==> config.mk <==
export PLATFORM = sky130hd
export DESIGN_NAME = dcap_device_capabilities
export DESIGN_NICKNAME = d
export VERILOG_FILES = /design/src/design/dcap_pkg.sv /design/src/design/dcap_device_capabilities.sv
export VERILOG_INCLUDE_DIRS = /design/src /design/src/design
export SDC_FILE = /design/constraint.sdc
export NUM_CORES = 1
export LEC_CHECK = 0
export ABC_AREA = 1
export BUFFER_PORTS_ARGS = -buffer_cell sky130_fd_sc_hd__buf_4
export CORE_UTILIZATION = 30
export DETAILED_ROUTE_END_ITERATION = 12
export PLACE_DENSITY = 0.67
export SLEW_MARGIN = 20
export SYNTH_ARGS = -nofsm -noshare
export SYNTH_HDL_FRONTEND = slang
export SYNTH_SLANG_ARGS = --single-unit
==> constraint.sdc <==
create_clock -name ref_clk_in -period 1.8 [get_ports ref_clk_in]
set_input_delay 0.18 -clock ref_clk_in [delete_from_list [all_inputs] [get_ports ref_clk_in]]
set_output_delay 0.18 -clock ref_clk_in [all_outputs]
set_load 0.02 [all_outputs]
==> src/design/dcap_defs.svh <==
// Purpose: offsets, field positions, reset values for the capability word
// Assumes: included by bare name
// Notes: definitions only
`ifndef DCAP_DEFS_SVH
`define DCAP_DEFS_SVH

`define DCAP_WORD_OFFSET   8'h74
`define DCAP_RESET_VALUE   32'h00008D82
`define DCAP_SCALE_MSB     27
`define DCAP_SCALE_LSB     26
`define DCAP_VALUE_MSB     25
`define DCAP_VALUE_LSB     18
`define DCAP_L1_MSB        11
`define DCAP_L1_LSB        9
`define DCAP_L0S_MSB       8
`define DCAP_L0S_LSB       6
`define DCAP_LAT_RESET     3'h6
`define DCAP_ROLE_BASED_ERROR_SUPPORT_VALUE    1'h1
`define DCAP_MAX_PAYLOAD_SUPPORTED_VALUE    3'h2
`define DCAP_MSG_SCALE_MSB 9
`define DCAP_MSG_SCALE_LSB 8
`define DCAP_MSG_VALUE_MSB 7
`define DCAP_MSG_VALUE_LSB 0
`define DCAP_GC_L1_MSB     15
`define DCAP_GC_L1_LSB     13
`define DCAP_GC_L0S_MSB    18
`define DCAP_GC_L0S_LSB    16

`endif

==> src/design/dcap_pkg.sv <==
// Purpose: types for the device capability word
// Assumes: field layout as in dcap_defs.svh
// Notes: struct packs msb first so it casts straight to the 32-bit word
package dcap_pkg;

	typedef enum logic [1:0] {
		DCAP_SCALE_1X    = 2'h0,
		DCAP_SCALE_0P1X  = 2'h1,
		DCAP_SCALE_0P01X = 2'h2,
		DCAP_SCALE_0P001X = 2'h3
	} dcap_scale_t;

	typedef struct packed {
		logic [3:0]  reserved_hi;
		dcap_scale_t captured_power_scale;
		logic [7:0]  captured_power_value;
		logic [1:0]  reserved_lo;
		logic        role_based_error_support;
		logic        power_indicator_flag;
		logic        attention_indicator_flag;
		logic        attention_button_flag;
		logic [2:0]  l1_acceptable_latency;
		logic [2:0]  l0s_acceptable_latency;
		logic        extended_tag_support;
		logic [1:0]  function_tag_extension_support;
		logic [2:0]  max_payload_supported;
	} dcap_word_t;

endpackage

==> src/design/dcap_device_capabilities.sv <==
// Purpose: read-only device capability word of the bridge config space
// Assumes: message decode and general control register live outside
// Notes: reads answer one cycle after the strobe
//
// How it works
// - bits 31:28 always read zero
// - slot power message bits 9:8 load the scale field 27:26
// - scale codes mean 1.0x, 0.1x, 0.01x, 0.001x
// - slot power message bits 7:0 load the value field 25:18
// - reserved bits 17:16 read 00b
// - bit 15 constant one, role based error reporting
// - bits 14:12 constant zero, no indicators or button
// - gen_ctrl_l1_exit_latency field mirrors general control bits 15:13
// - gen_ctrl_l1_exit_latency resets to 110b, 32 to 64 us
// - gen_ctrl_l1_exit_latency out of reset never loads below the phy's own l1 exit latency
// - gen_ctrl_l0s_exit_latency field mirrors general control bits 18:16
// - gen_ctrl_l0s_exit_latency resets to 110b, 2 to 4 us
// - gen_ctrl_l0s_exit_latency out of reset never loads below the phy's own l0s exit latency
// - bit 5 zero, no extended tags
// - bits 4:3 zero, no function tag extension
// - bits 2:0 read 010b, 512 byte payload
`timescale 1ns/100ps
`include "dcap_defs.svh"

module dcap_device_capabilities (
	input  wire logic        ref_clk_in,
	input  wire logic        sys_rst_in,
	input  wire logic        cfg_rd_in,
	input  wire logic        cfg_wr_in,
	input  wire logic [7:0]  cfg_addr_in,
	input  wire logic [31:0] cfg_wdata_in,
	input  wire logic        slot_pwr_msg_in,
	input  wire logic [9:0]  slot_pwr_payload_in,
	input  wire logic [31:0] gen_ctrl_in,
	input  wire logic [2:0]  phy_l1_exit_latency_in,
	input  wire logic [2:0]  phy_l0s_exit_latency_in,
	output logic      [31:0] cfg_rdata_out,
	output logic             cfg_rvalid_out,
	output logic      [31:0] dev_cap_word_out
);

	dcap_pkg::dcap_scale_t scale_reg;
	logic [7:0]            value_reg;
	logic [2:0]            l1_lat_reg;
	logic [2:0]            l0s_lat_reg;
	logic [2:0]            l1_lat_next;
	logic [2:0]            l0s_lat_next;
	dcap_pkg::dcap_word_t  word;

	// clamp a requested latency code to the phy's floor
	function automatic logic [2:0] lat_floor(input logic [2:0] req, input logic [2:0] floor);
		lat_floor = (req < floor) ? floor : req;
	endfunction

	// captured power fields; only the message path writes them
	always_ff @(posedge ref_clk_in) begin
		if (sys_rst_in) begin
			scale_reg <= dcap_pkg::DCAP_SCALE_1X;
			value_reg <= 8'h00;
		end else if (slot_pwr_msg_in) begin
			scale_reg <= dcap_pkg::dcap_scale_t'(
				slot_pwr_payload_in[`DCAP_MSG_SCALE_MSB:`DCAP_MSG_SCALE_LSB]);
			value_reg <= slot_pwr_payload_in[`DCAP_MSG_VALUE_MSB:`DCAP_MSG_VALUE_LSB];
		end
	end

	always_comb begin
		l1_lat_next  = lat_floor(gen_ctrl_in[`DCAP_GC_L1_MSB:`DCAP_GC_L1_LSB],
			phy_l1_exit_latency_in);
		l0s_lat_next = lat_floor(gen_ctrl_in[`DCAP_GC_L0S_MSB:`DCAP_GC_L0S_LSB],
			phy_l0s_exit_latency_in);
	end

	// registered mirror: field follows the control register one cycle later
	always_ff @(posedge ref_clk_in) begin
		if (sys_rst_in) begin
			l1_lat_reg  <= `DCAP_LAT_RESET;
			l0s_lat_reg <= `DCAP_LAT_RESET;
		end else begin
			l1_lat_reg  <= l1_lat_next;
			l0s_lat_reg <= l0s_lat_next;
		end
	end

	always_comb begin
		word                                = '0;
		word.captured_power_scale           = scale_reg;
		word.captured_power_value           = value_reg;
		word.role_based_error_support       = `DCAP_ROLE_BASED_ERROR_SUPPORT_VALUE;
		word.power_indicator_flag           = 1'h0;
		word.attention_indicator_flag       = 1'h0;
		word.attention_button_flag          = 1'h0;
		word.l1_acceptable_latency          = l1_lat_reg;
		word.l0s_acceptable_latency         = l0s_lat_reg;
		word.extended_tag_support           = 1'h0;
		word.function_tag_extension_support = 2'h0;
		word.max_payload_supported          = `DCAP_MAX_PAYLOAD_SUPPORTED_VALUE;
	end

	// writes are accepted and dropped: cfg_wr_in and data only feed the unused_wr sink
	always_ff @(posedge ref_clk_in) begin
		if (sys_rst_in) begin
			cfg_rdata_out  <= 32'h00000000;
			cfg_rvalid_out <= 1'h0;
		end else begin
			cfg_rvalid_out <= cfg_rd_in;
			if (cfg_rd_in && cfg_addr_in == `DCAP_WORD_OFFSET)
				cfg_rdata_out <= word;
			else
				cfg_rdata_out <= 32'h00000000;
		end
	end

	always_ff @(posedge ref_clk_in) begin
		if (sys_rst_in)
			dev_cap_word_out <= `DCAP_RESET_VALUE;
		else
			dev_cap_word_out <= word;
	end

	logic unused_wr;
	assign unused_wr = cfg_wr_in ^ (^cfg_wdata_in);

endmodule

Yosys cells after proc, flatten, opt, wreduce, memory -nomap -nowiden
Index checks and enable logic that the tools add are counted.

Register bits: 81. Input bits: 93. Output and inout bits: 65. Word-level logic and storage cells: 18.

Order comparisons: 2. Eq/ne operators: 1. Mux-type cells: 3. Bitwise operators: 1. Reduce and logical (&&, ||, !) cells: 2.

Operators by type and width (number): two-way mux 16 bit (1); == test 8 x 7 -> 1 bit, second input constant (1); less-than comparator 3 bit (2); two-way mux 3 bit (2); OR reduction 2 bit (1); logical AND 1 bit (1); NOT 1 bit (1).

Depth between registers and ports, before layout
Gate-level depths: netlist of run 1.

Depth after elaboration: 4. Depth in mapped cells: 8. Depth with buffers taken out: 8.

Worst setup path before layout of run 1
Ideal clock, no wire load.

Path type: input to register. Start: in phy_l0s_exit_latency_in[2]. End: reg l0s_lat_reg[0]. Setup time: 0.115 ns. Arrival: 0.992 ns. Setup slack: 0.693 ns. Stages on the path: 6. Path buffers: 0. Cells stage by stage: inv_1 -> ha_1 -> a21oi_1 -> nand3_1 -> nand2_1 -> nor2_1.

Longest elaborated chain between the ends: 2.

Ends and longest elaborated chain: start: declaration (line dcap_device_capabilities.sv:36) `input wire logic [2:0] phy_l0s_exit_latency_in,`; less-than comparator 3 bit (line dcap_device_capabilities.sv:52) `lat_floor = (req < floor) ? floor : req;`; two-way mux 3 bit (line dcap_device_capabilities.sv:52); end signal: assignment (line dcap_device_capabilities.sv:78) `` l0s_lat_reg <= `DCAP_LAT_RESET; ``; end signal: assignment (line dcap_device_capabilities.sv:81) `l0s_lat_reg <= l0s_lat_next;`; end: declaration (line dcap_device_capabilities.sv:45) `logic [2:0] l0s_lat_reg;`.

No other way between the ends. A chain may end at the register's enable or synchronous reset.

Final worst setup path of run 1
Start: in gen_ctrl_in[18]. End: reg l0s_lat_reg[0].

Longest elaborated chain between the ends: 2.

Ends and longest elaborated chain: start: declaration (line dcap_device_capabilities.sv:34) `input wire logic [31:0] gen_ctrl_in,`; less-than comparator 3 bit (line dcap_device_capabilities.sv:52); two-way mux 3 bit (line dcap_device_capabilities.sv:52).

No other way between the ends.

==> metrics, run 1 <==
hold slack final 0.0748 ns; Post-Syn Area 0.00188 mm^2; fillers 605; average size of a mapped cell 8.80 um^2; global-route wire length before repair 5110 um; final critical-path required period 0.997 ns; required time of the worst setup path 1.99 ns; max reg flops 17; Ant. Diodes 0; slowest stage delay, CP 0.36 ns; cts hold-fix bufs 0; Top delay family on crit path compound AO/OA/AOI/OAI gates; Switching Fraction 25.6%; f_max 1.00 GHz; FP Rows 28; Via Count 1384; core region area 0.00599 mm^2; PortBufs 68; crit-path cells buf_4, ha_1, a21oi_1, nand3_1, nand2_1, nor2_1; clock network fraction of total power 31.0%; fin nets 379; post_cts resized 0; Static Leak 1.26 nW; top cells by area, synth dfxtp_1 53%, buf_4 12%, inv_1 6.6%; fin cells 358; Worst VDD drop 0.000391 V; detailed-route wire length 3230 um; I/O Pins 158; initial core utilization 31.4%; Cells after DPL 350; CTS Buffer Depth 2; DR pass1 iterations 4; Place WS 0.496 ns; Worst path slowest cell a21oi_1; initial antenna violation count 0; Num CTS Buffers 5; Yosys Warn Count 0; Synth area leader dfxtp_1; min-delay worst type in2reg; layout cells sized above 1 32.9%; post-detail-place hpwl 2510 um; post-synthesis sequential area ratio 53.2%; RD Place Congestion 0.663; ANT nets after route 0; CTS tree yes; total gr overflow 0; TNS Setup 0 ns; Setup WS post-layout 0.803 ns; Clk Latency, worst-skew pair 0.29 ns; Worst Path Max Fanout 6; Worst-path clk slew 0.08 ns; flop2flop setup slack 1.16 ns; die area 0.00660 mm^2; WL/cell 9.03 um; Max Cap Viol 0; die span in y 81.2 um; PD cells 866 mW/mm^2; Area growth syn-to-layout 29.6%; routed vias/inst 3.87; CTS H-tree lvls 2; Finished Core Util 40.7%; Slew Limit Fails 0; Setup Viol. Count Final 0; DRC errors left 0; startpoint class of the critical path primary input; status finished clean; critical path class in2reg; #FFs+latches synth 50; synth unique cells 19; switching pwr 0.540 mW; critical path endpoint category flop; RSZ-0062 raised after global routing false; root buffer cell clkbuf_8; CTS sink cnt 50; Crit path buffers/inverters 1; Arr. time, crit path 1.19 ns; Reg power frac 55.1%; Gate Count Post-Synth 214; Final Hold Viols 0; Initial DRC Count 14; largest net degree at the start of global routing 21; GRT Resource Usage Total 10.3%; combinational share of power 13.9%; vias in the first global route 1228; design internal power 1.57 mW; post-CTS setup buffer count 0; Clock Skew 0.00339 ns; Die Span X 81.2 um; Synth top area share 53.2%; fin crit share 55.4%
## cell usage after synthesis
master and count:
a21oi_1 14, buf_4 31, buf_6 1, clkbuf_1 5, conb_1 2, dfxtp_1 50
ha_1 4, inv_1 33, inv_2 1, nand2_1 20, nand3_1 6, nand3_4 1
nor2_1 21, nor2_2 9, nor2_4 2, nor3_2 1, o211ai_1 2, o21ai_0 10
or2_4 1
## layout make-up
cell class,count,area [um^2],share of cell area (%)
Multi-Input combinational cell,121,597,24.5
Timing Repair Buffer,70,526,21.5
Inverter,34,128,5.23
Clock buffer,6,82.6,3.38
Clock inverter,2,12.5,0.513
Tap cell,75,93.8,3.85
Sequential cell,50,1000,41.0
## kinds of logic after synthesis
logic type | share of synthesized area, %
other cells | 0.399
simple gates | 15.9
buf+inv | 20.7
flops | 53.2
fa+ha+maj | 2.66
compound gates | 7.18
## worst paths after layout
check                                         end  cells after the start                       from
hold reg to reg   dev_cap_word_out[11]$_SDFF_PP1_                      2   l1_lat_reg[2]$_SDFF_PP1_
setup reg to reg        value_reg[5]$_SDFFE_PP0P_                      2  value_reg[5]$_SDFFE_PP0P_
hold / removal          cfg_rvalid_out$_SDFF_PP0_                      2                 sys_rst_in
setup / recovery        l0s_lat_reg[0]$_SDFF_PP0_                      6            gen_ctrl_in[18]
## cell usage in the layout (no fill, tap or decap)
| cell | Yosys | routed |
|---|---|---|
| conb_1 | 2 | 30 |
| nor2_1 | 21 | 21 |
| nand2_1 | 20 | 20 |
| nor2_2 | 9 | 9 |
| nand3_4 | 1 | 1 |
| nand3_1 | 6 | 6 |
| buf_4 | 31 | 70 |
| nor3_2 | 1 | 1 |
| clkinv_2 | 0 | 1 |
| o21ai_0 | 10 | 10 |
| inv_2 | 1 | 1 |
| or2_4 | 1 | 1 |
| dfxtp_1 | 50 | 50 |
| a21oi_1 | 14 | 14 |
| ha_1 | 4 | 4 |
| o211ai_1 | 2 | 2 |
| clkbuf_8 | 0 | 6 |
| inv_1 | 33 | 33 |
| clkinvlp_4 | 0 | 1 |
| nor2_4 | 2 | 2 |
## power groups by stage
stage          logic [mW]  registers (mW)  clock network [mW]
2_1_floorplan       0.208            1.22                   0
4_1_cts             0.297            1.17               0.694
5_1_grt             0.330            1.17               0.726
3_3_place_gp        0.292            1.19                   0
3_5_place_dp        0.296            1.19                   0
6_report            0.294            1.16               0.654
## through the flow
| step | power, mW | area, um^2 |
|---|---|---|
| after floorplan | 1.42 | 1990 |
| after global placement | 1.48 | 2340 |
| after detailed placement | 1.49 | 2340 |
| after CTS | 2.16 | 2440 |
| after global routing | 2.23 | 2440 |
| final | 2.11 | 2440 |
## layer usage
layer  share of wire [%]  wire length, um  up-vias  GRT usage, %
li1                    -                -      717             -
met1                  40             1300      582          10.7
met2                  47             1520       77          18.5
met3                  11              353        8          3.71
met4                 1.9               63        0          4.64
met5                   0                0        -             0
(Power assumes the default switching activity.)
==> run 2: changes to the inputs <==
--- a/config.mk
+++ b/config.mk
@@ -10,7 +10,7 @@
 export BUFFER_PORTS_ARGS = -buffer_cell sky130_fd_sc_hd__buf_4
 export CORE_UTILIZATION = 30
 export DETAILED_ROUTE_END_ITERATION = 12
-export PLACE_DENSITY = 0.67
+export PLACE_DENSITY = 0.7
 export SLEW_MARGIN = 20
 export SYNTH_ARGS = -nofsm -noshare
 export SYNTH_HDL_FRONTEND = slang
==> constraint.sdc (replaced) <==
create_clock -name ref_clk_in -period 0.84 [get_ports ref_clk_in]
set_input_delay 0.084 -clock ref_clk_in [delete_from_list [all_inputs] [get_ports ref_clk_in]]
set_output_delay 0.084 -clock ref_clk_in [all_outputs]
set_load 0.02 [all_outputs]
==> run 2 against run 1 <==
- the run now ends with setup timing left
- via count rose by 4.1%
- flip-flop and latch count did not move
- core utilization rose by 5.5 points
- routed wire length rose by 8.9%
- die area did not move
- clock skew rose by 0.0012 ns
- non-clock buffer count rose by 9
- global-route usage rose by 1.1 points
- worst hold slack got worse by 0.057 ns
- sequential power rose by 120%
- worst setup slack got worse by 0.81 ns
- critical path depth fell by 5
- largest cell class unchanged
==> metrics, run 2 (synthesized netlist as in run 1, its figures left out) <==
Worst Path Max Fanout 2 (was 6); Slew Limit Fails 0 (unchanged); Ant. Diodes 0 (unchanged); f_max 1.18 GHz; Arr. time, crit path 0.76 ns (was 1.19 ns); Setup Viol. Count Final 2 (was 0); area of the multi-input gates 644 um^2 (was 597 um^2); global-route wire length before repair 5670 um (was 5110 um); startpoint class of the critical path flop (was primary input); FP Rows 28 (unchanged); DR pass1 iterations 4 (unchanged); detailed-route wire length 3520 um (was 3230 um); PD cells 1780 mW/mm^2 (was 866 mW/mm^2); fin cells 367 (was 358); most common cell after layout, fill and taps aside buf_4 (unchanged); routed vias/inst 3.93 (was 3.87); Max Cap Viol 0 (unchanged); Num CTS Buffers 5 (unchanged); Via Count 1441 (was 1384); RD Place Congestion 0.694 (was 0.663); status finished, violations left (was finished clean); initial antenna violation count 0 (unchanged); CTS H-tree lvls 2 (unchanged); CTS Buffer Depth 2 (unchanged); Clock Skew 0.00458 ns (was 0.00339 ns); root buffer cell clkbuf_8 (unchanged); final critical-path required period 0.847 ns; Worst-path clk slew 0.09 ns (was 0.08 ns); Top delay family on crit path flip-flops (was compound AO/OA/AOI/OAI gates); die area 0.00660 mm^2 (unchanged); I/O Pins 158 (unchanged); critical path endpoint category output pin (was flop); Setup WS post-layout -0.00710 ns (was 0.803 ns); Initial DRC Count 34 (was 14); Place WS -0.158 ns (was 0.496 ns); fin area 0.00277 mm^2 (was 0.00244 mm^2); total gr overflow 0 (unchanged); min-delay worst type in2reg (unchanged); CTS sink cnt 50 (unchanged); Final Hold Viols 0 (unchanged); required time of the worst setup path 0.76 ns (was 1.99 ns); largest net degree at the start of global routing 18 (was 21); vias in the first global route 1315 (was 1228); crit-path cells buf_6 (was buf_4, ha_1, a21oi_1, nand3_1, nand2_1, nor2_1); initial core utilization 31.4% (unchanged); RSZ-0062 raised after global routing true (was false); fin nets 388 (was 379); Worst VDD drop 0.00107 V (was 0.000391 V); post-CTS setup buffer count 0 (unchanged); fillers 572 (was 605); PortBufs 68 (unchanged); Worst path slowest cell dfxtp_2 (was a21oi_1); hold slack final 0.0177 ns (was 0.0748 ns); Area growth syn-to-layout 46.9% (was 29.6%); CTS tree yes (unchanged); core region area 0.00599 mm^2 (unchanged); Die Span X 81.2 um (unchanged); Cells after DPL 355 (was 350); critical path class reg2out (was in2reg); max reg flops 17 (unchanged); GRT Resource Usage Total 11.4% (was 10.3%); DRC errors left 0 (unchanged); placed standard-cell area 0.00244 mm^2 (was 0.00234 mm^2); fin crit share 101%; FF+latch area 0.00104 mm^2 (was 0.00100 mm^2); ANT nets after route 0 (unchanged); highest-count cells in the layout ignoring fill and taps 39 x buf_4, 35 x buf_6, 34 x dfxtp_2 (was 70 x buf_4, 50 x dfxtp_1, 33 x inv_1); layout cells sized above 1 46.2% (was 32.9%); die span in y 81.2 um (unchanged); post-detail-place hpwl 2710 um (was 2510 um); Clk Latency, worst-skew pair 0.30 ns (was 0.29 ns); Crit path buffers/inverters 1 (unchanged); failing checks setup timing; Static Leak 1.36 nW (was 1.26 nW); slowest stage delay, CP 0.35 ns (was 0.36 ns); flop2flop setup slack 0.23 ns (was 1.16 ns); WL/cell 9.59 um (was 9.03 um); overall power 4.92 mW (was 2.11 mW)
-- run 2: cell count changes in the layout (fill, tap and decap cells not counted), moves of 2 or more --
cell	previous run	this run
dfxtp_1	50	16
dlygate4sd3_1	0	4
a21oi_4	0	2
dfxtp_2	0	34
ha_1	4	2
ha_4	0	2
buf_6	0	35
buf_4	70	39
a21oi_1	14	12
-- run 2: routing by layer --
layer	global-route usage (%)	vias up	share of wire (%)
met5	0	-	0
li1	-	735	-
met1	11.8	622	41
met3	3.71	5	9.3
met4	5.00	0	1.2
met2	20.8	79	48
-- run 2: metrics by stage --
step                TNS [ns]  util (%)
floorplan                  0         -
global route          -0.624      46.2
finish               -0.0137      46.2
detailed placement     -2.27      40.8
CTS                  -0.0775      45.8
global placement       -1.90      40.8
-- run 2: what timing repair did --
| item | CTS | global route |
|---|---|---|
| gates resized for setup | 56 | 13 |
| endpoints found under the hold margin | 4 | 0 |
| endpoints found under the setup margin | 32 | 35 |
| hold buffers | 4 | 0 |
-- run 2: layout make-up --
cell class	instances	share of cell area [%]
repair buffers	79	27.0
clock inverters	2	1.36
flip-flops and latches	50	37.7
inverters	34	4.61
clock buffers	6	2.62
multi-input cells	121	23.3
well taps	75	3.39
-- run 2: final timing paths --
path	from	to	cells past startpoint
setup reg to reg	value_reg[5]$_SDFFE_PP0P_	value_reg[5]$_SDFFE_PP0P_	2
setup / recovery	cfg_rdata_out[1]$_SDFF_PP0_	cfg_rdata_out[1]	1
hold / removal	phy_l0s_exit_latency_in[2]	l0s_lat_reg[2]$_SDFF_PP1_	3
hold reg to reg	value_reg[0]$_SDFFE_PP0P_	dev_cap_word_out[18]$_SDFF_PP0_	2
-- run 2: report_power, final --
| part | switching (mW) | leakage (nW) | internal [mW] | total [mW] |
|---|---|---|---|---|
| Combinational | 0.418 | 0.887 | 0.315 | 0.733 |
| Sequential | 0.0327 | 0.423 | 2.48 | 2.51 |
| Clock | 0.784 | 0.0514 | 0.889 | 1.67 |
==> run 3: changes to the inputs <==
--- a/config.mk
+++ b/config.mk
@@ -8,9 +8,9 @@
 export LEC_CHECK = 0
 export ABC_AREA = 1
 export BUFFER_PORTS_ARGS = -buffer_cell sky130_fd_sc_hd__buf_4
-export CORE_UTILIZATION = 30
+export CORE_UTILIZATION = 34
 export DETAILED_ROUTE_END_ITERATION = 12
-export PLACE_DENSITY = 0.7
+export PLACE_DENSITY = 0.77
 export SLEW_MARGIN = 20
 export SYNTH_ARGS = -nofsm -noshare
 export SYNTH_HDL_FRONTEND = slang
==> run 3 against run 2 <==
- clock-buffer cell count down 1
- final cell count down 2.2%
- core utilization up 6.3 points
- the run now ends clean
- clock skew about the same
- design area down 1.3%
- clock power down 22%
- routed wire length down 4.6%
- combinational power about the same
- via count down 1.7%
- worst setup slack better by 0.013 ns
- register-to-register slack better by 0.02 ns
==> metrics, run 3 (synthesized netlist as in run 1, its figures left out) <==
status finished clean (was finished, violations left); Ant. Diodes 0 (unchanged); Top delay family on crit path flip-flops (unchanged); root buffer cell clkbuf_8 (unchanged); core region area 0.00520 mm^2 (was 0.00599 mm^2); CTS H-tree lvls 2 (unchanged); RD Place Congestion 0.725 (was 0.694); I/O Pins 158 (unchanged); fin crit share 99.2% (was 101%); Worst VDD drop 0.000670 V (was 0.00107 V); f_max 1.20 GHz (was 1.18 GHz); switching pwr 1.19 mW (was 1.23 mW); layout cells sized above 1 46.0% (was 46.2%); Worst Path Max Fanout 2 (unchanged); ANT nets after route 0 (unchanged); Slew Limit Fails 0 (unchanged); routed vias/inst 3.95 (was 3.93); die area 0.00584 mm^2 (was 0.00660 mm^2); Arr. time, crit path 0.75 ns (was 0.76 ns); PortBufs 68 (unchanged); Reg power frac 55.2% (was 51.1%); CTS Buffer Depth 2 (unchanged); slowest stage delay, CP 0.35 ns (about the same); critical path endpoint category output pin (unchanged); design internal power 3.36 mW (was 3.68 mW); Place WS -0.148 ns (was -0.158 ns); post-CTS setup buffer count 0 (unchanged); Clock Skew 0.00419 ns (was 0.00458 ns); largest net degree at the start of global routing 21 (was 18); PD cells 1670 mW/mm^2 (was 1780 mW/mm^2); GRT Resource Usage Total 12.2% (was 11.4%); crit-path cells buf_6 (unchanged); vias in the first global route 1282 (was 1315); final critical-path required period 0.834 ns (was 0.847 ns); Initial DRC Count 13 (was 34); Setup Viol. Count Final 0 (was 2); required time of the worst setup path 0.76 ns (about the same); min-delay worst type in2reg (unchanged); fin nets 386 (was 388); Crit path buffers/inverters 1 (unchanged); critical path class reg2out (unchanged); fin area 0.00273 mm^2 (was 0.00277 mm^2); FP Rows 26 (was 28); Num CTS Buffers 5 (unchanged); CTS tree yes (unchanged); WL/cell 9.36 um (was 9.59 um); Clk Latency, worst-skew pair 0.29 ns (was 0.30 ns); highest-count cells in the layout ignoring fill and taps 36 x buf_4, 35 x buf_6, 34 x dfxtp_2 (was 39 x buf_4, 35 x buf_6, 34 x dfxtp_2); Final Hold Viols 0 (unchanged); Worst-path clk slew 0.08 ns (was 0.09 ns); DRC errors left 0 (unchanged); RSZ-0062 raised after global routing true (unchanged); initial core utilization 36.2% (was 31.4%); CTS sink cnt 50 (unchanged); Die Span X 76.4 um (was 81.2 um); Via Count 1417 (was 1441); combinational share of power 16.1% (was 14.9%); initial antenna violation count 0 (unchanged); DR pass1 iterations 4 (unchanged); global-route wire length before repair 5690 um (was 5670 um); placed standard-cell area 0.00243 mm^2 (was 0.00244 mm^2); Max Cap Viol 0 (unchanged); max reg flops 17 (unchanged); detailed-route wire length 3360 um (was 3520 um); Setup WS post-layout 0.00635 ns (was -0.00710 ns); Area growth syn-to-layout 45.0% (was 46.9%); startpoint class of the critical path flop (unchanged); overall power 4.55 mW (was 4.92 mW); clock network fraction of total power 28.7% (was 34.0%); Static Leak 1.34 nW (was 1.36 nW); Switching Fraction 26.1% (was 25.1%); total gr overflow 0 (unchanged); TNS Setup 0 ns (was -0.0137 ns); most common cell after layout, fill and taps aside buf_4 (unchanged); die span in y 76.4 um (was 81.2 um); post-detail-place hpwl 2500 um (was 2710 um); Worst path slowest cell dfxtp_2 (unchanged)
[run 3: area by class of cell]
type                       instances  area (um^2)
inverter                          34          128
fill                             472         2470
timing repair buffer              77          744
clock buffer                       5         68.8
clock inverter                     2         15.0
sequential                        50         1040
tap                               70         87.6
multi-input combinational        121          644
[run 3: metrics by stage]
stage / cells / hold WS [ns] / utilization, %
2_1_floorplan: 242 / 0.156 / -
3_3_place_gp: 348 / 0.293 / 46.8
3_5_place_dp: 348 / 0.294 / 46.8
4_1_cts: 359 / 0.00699 / 51.2
5_1_grt: 359 / 0.0300 / 52.5
6_report: 359 / 0.0171 / 52.5
[run 3: final timing paths]
check	start	cells after the start	to	slack, ns
max	cfg_rdata_out[1]$_SDFF_PP0_	1	cfg_rdata_out[1]	0.006
min	phy_l1_exit_latency_in[2]	3	l1_lat_reg[2]$_SDFF_PP1_	0.02
min reg2reg	l1_lat_reg[2]$_SDFF_PP1_	2	dev_cap_word_out[11]$_SDFF_PP1_	0.44
max reg2reg	value_reg[5]$_SDFFE_PP0P_	2	value_reg[5]$_SDFFE_PP0P_	0.25
[run 3: what timing repair did]
item,CTS,global route
endpoints found under the setup margin,24,35
endpoints found under the hold margin,4,0
hold buffers,4,0
resized for setup,38,31
[run 3: power groups by stage]
stage | clock network [mW] | logic, mW | registers [mW]
final | 1.30 | 0.733 | 2.51
after global placement | 0 | 0.677 | 2.55
after CTS | 1.37 | 0.723 | 2.51
after global routing | 1.47 | 0.806 | 2.52
after detailed placement | 0 | 0.691 | 2.55
after floorplan | 0 | 0.479 | 2.61
[run 3: metal layers]
metal	part of all wire [%]	wire length, um	track usage, %	vias up
li1	-	-	-	730
met1	43	1450	14.6	603
met2	47	1590	20.5	78
met3	7.9	266	3.71	6
met4	1.5	49	4.62	0
met5	0	0	0	-
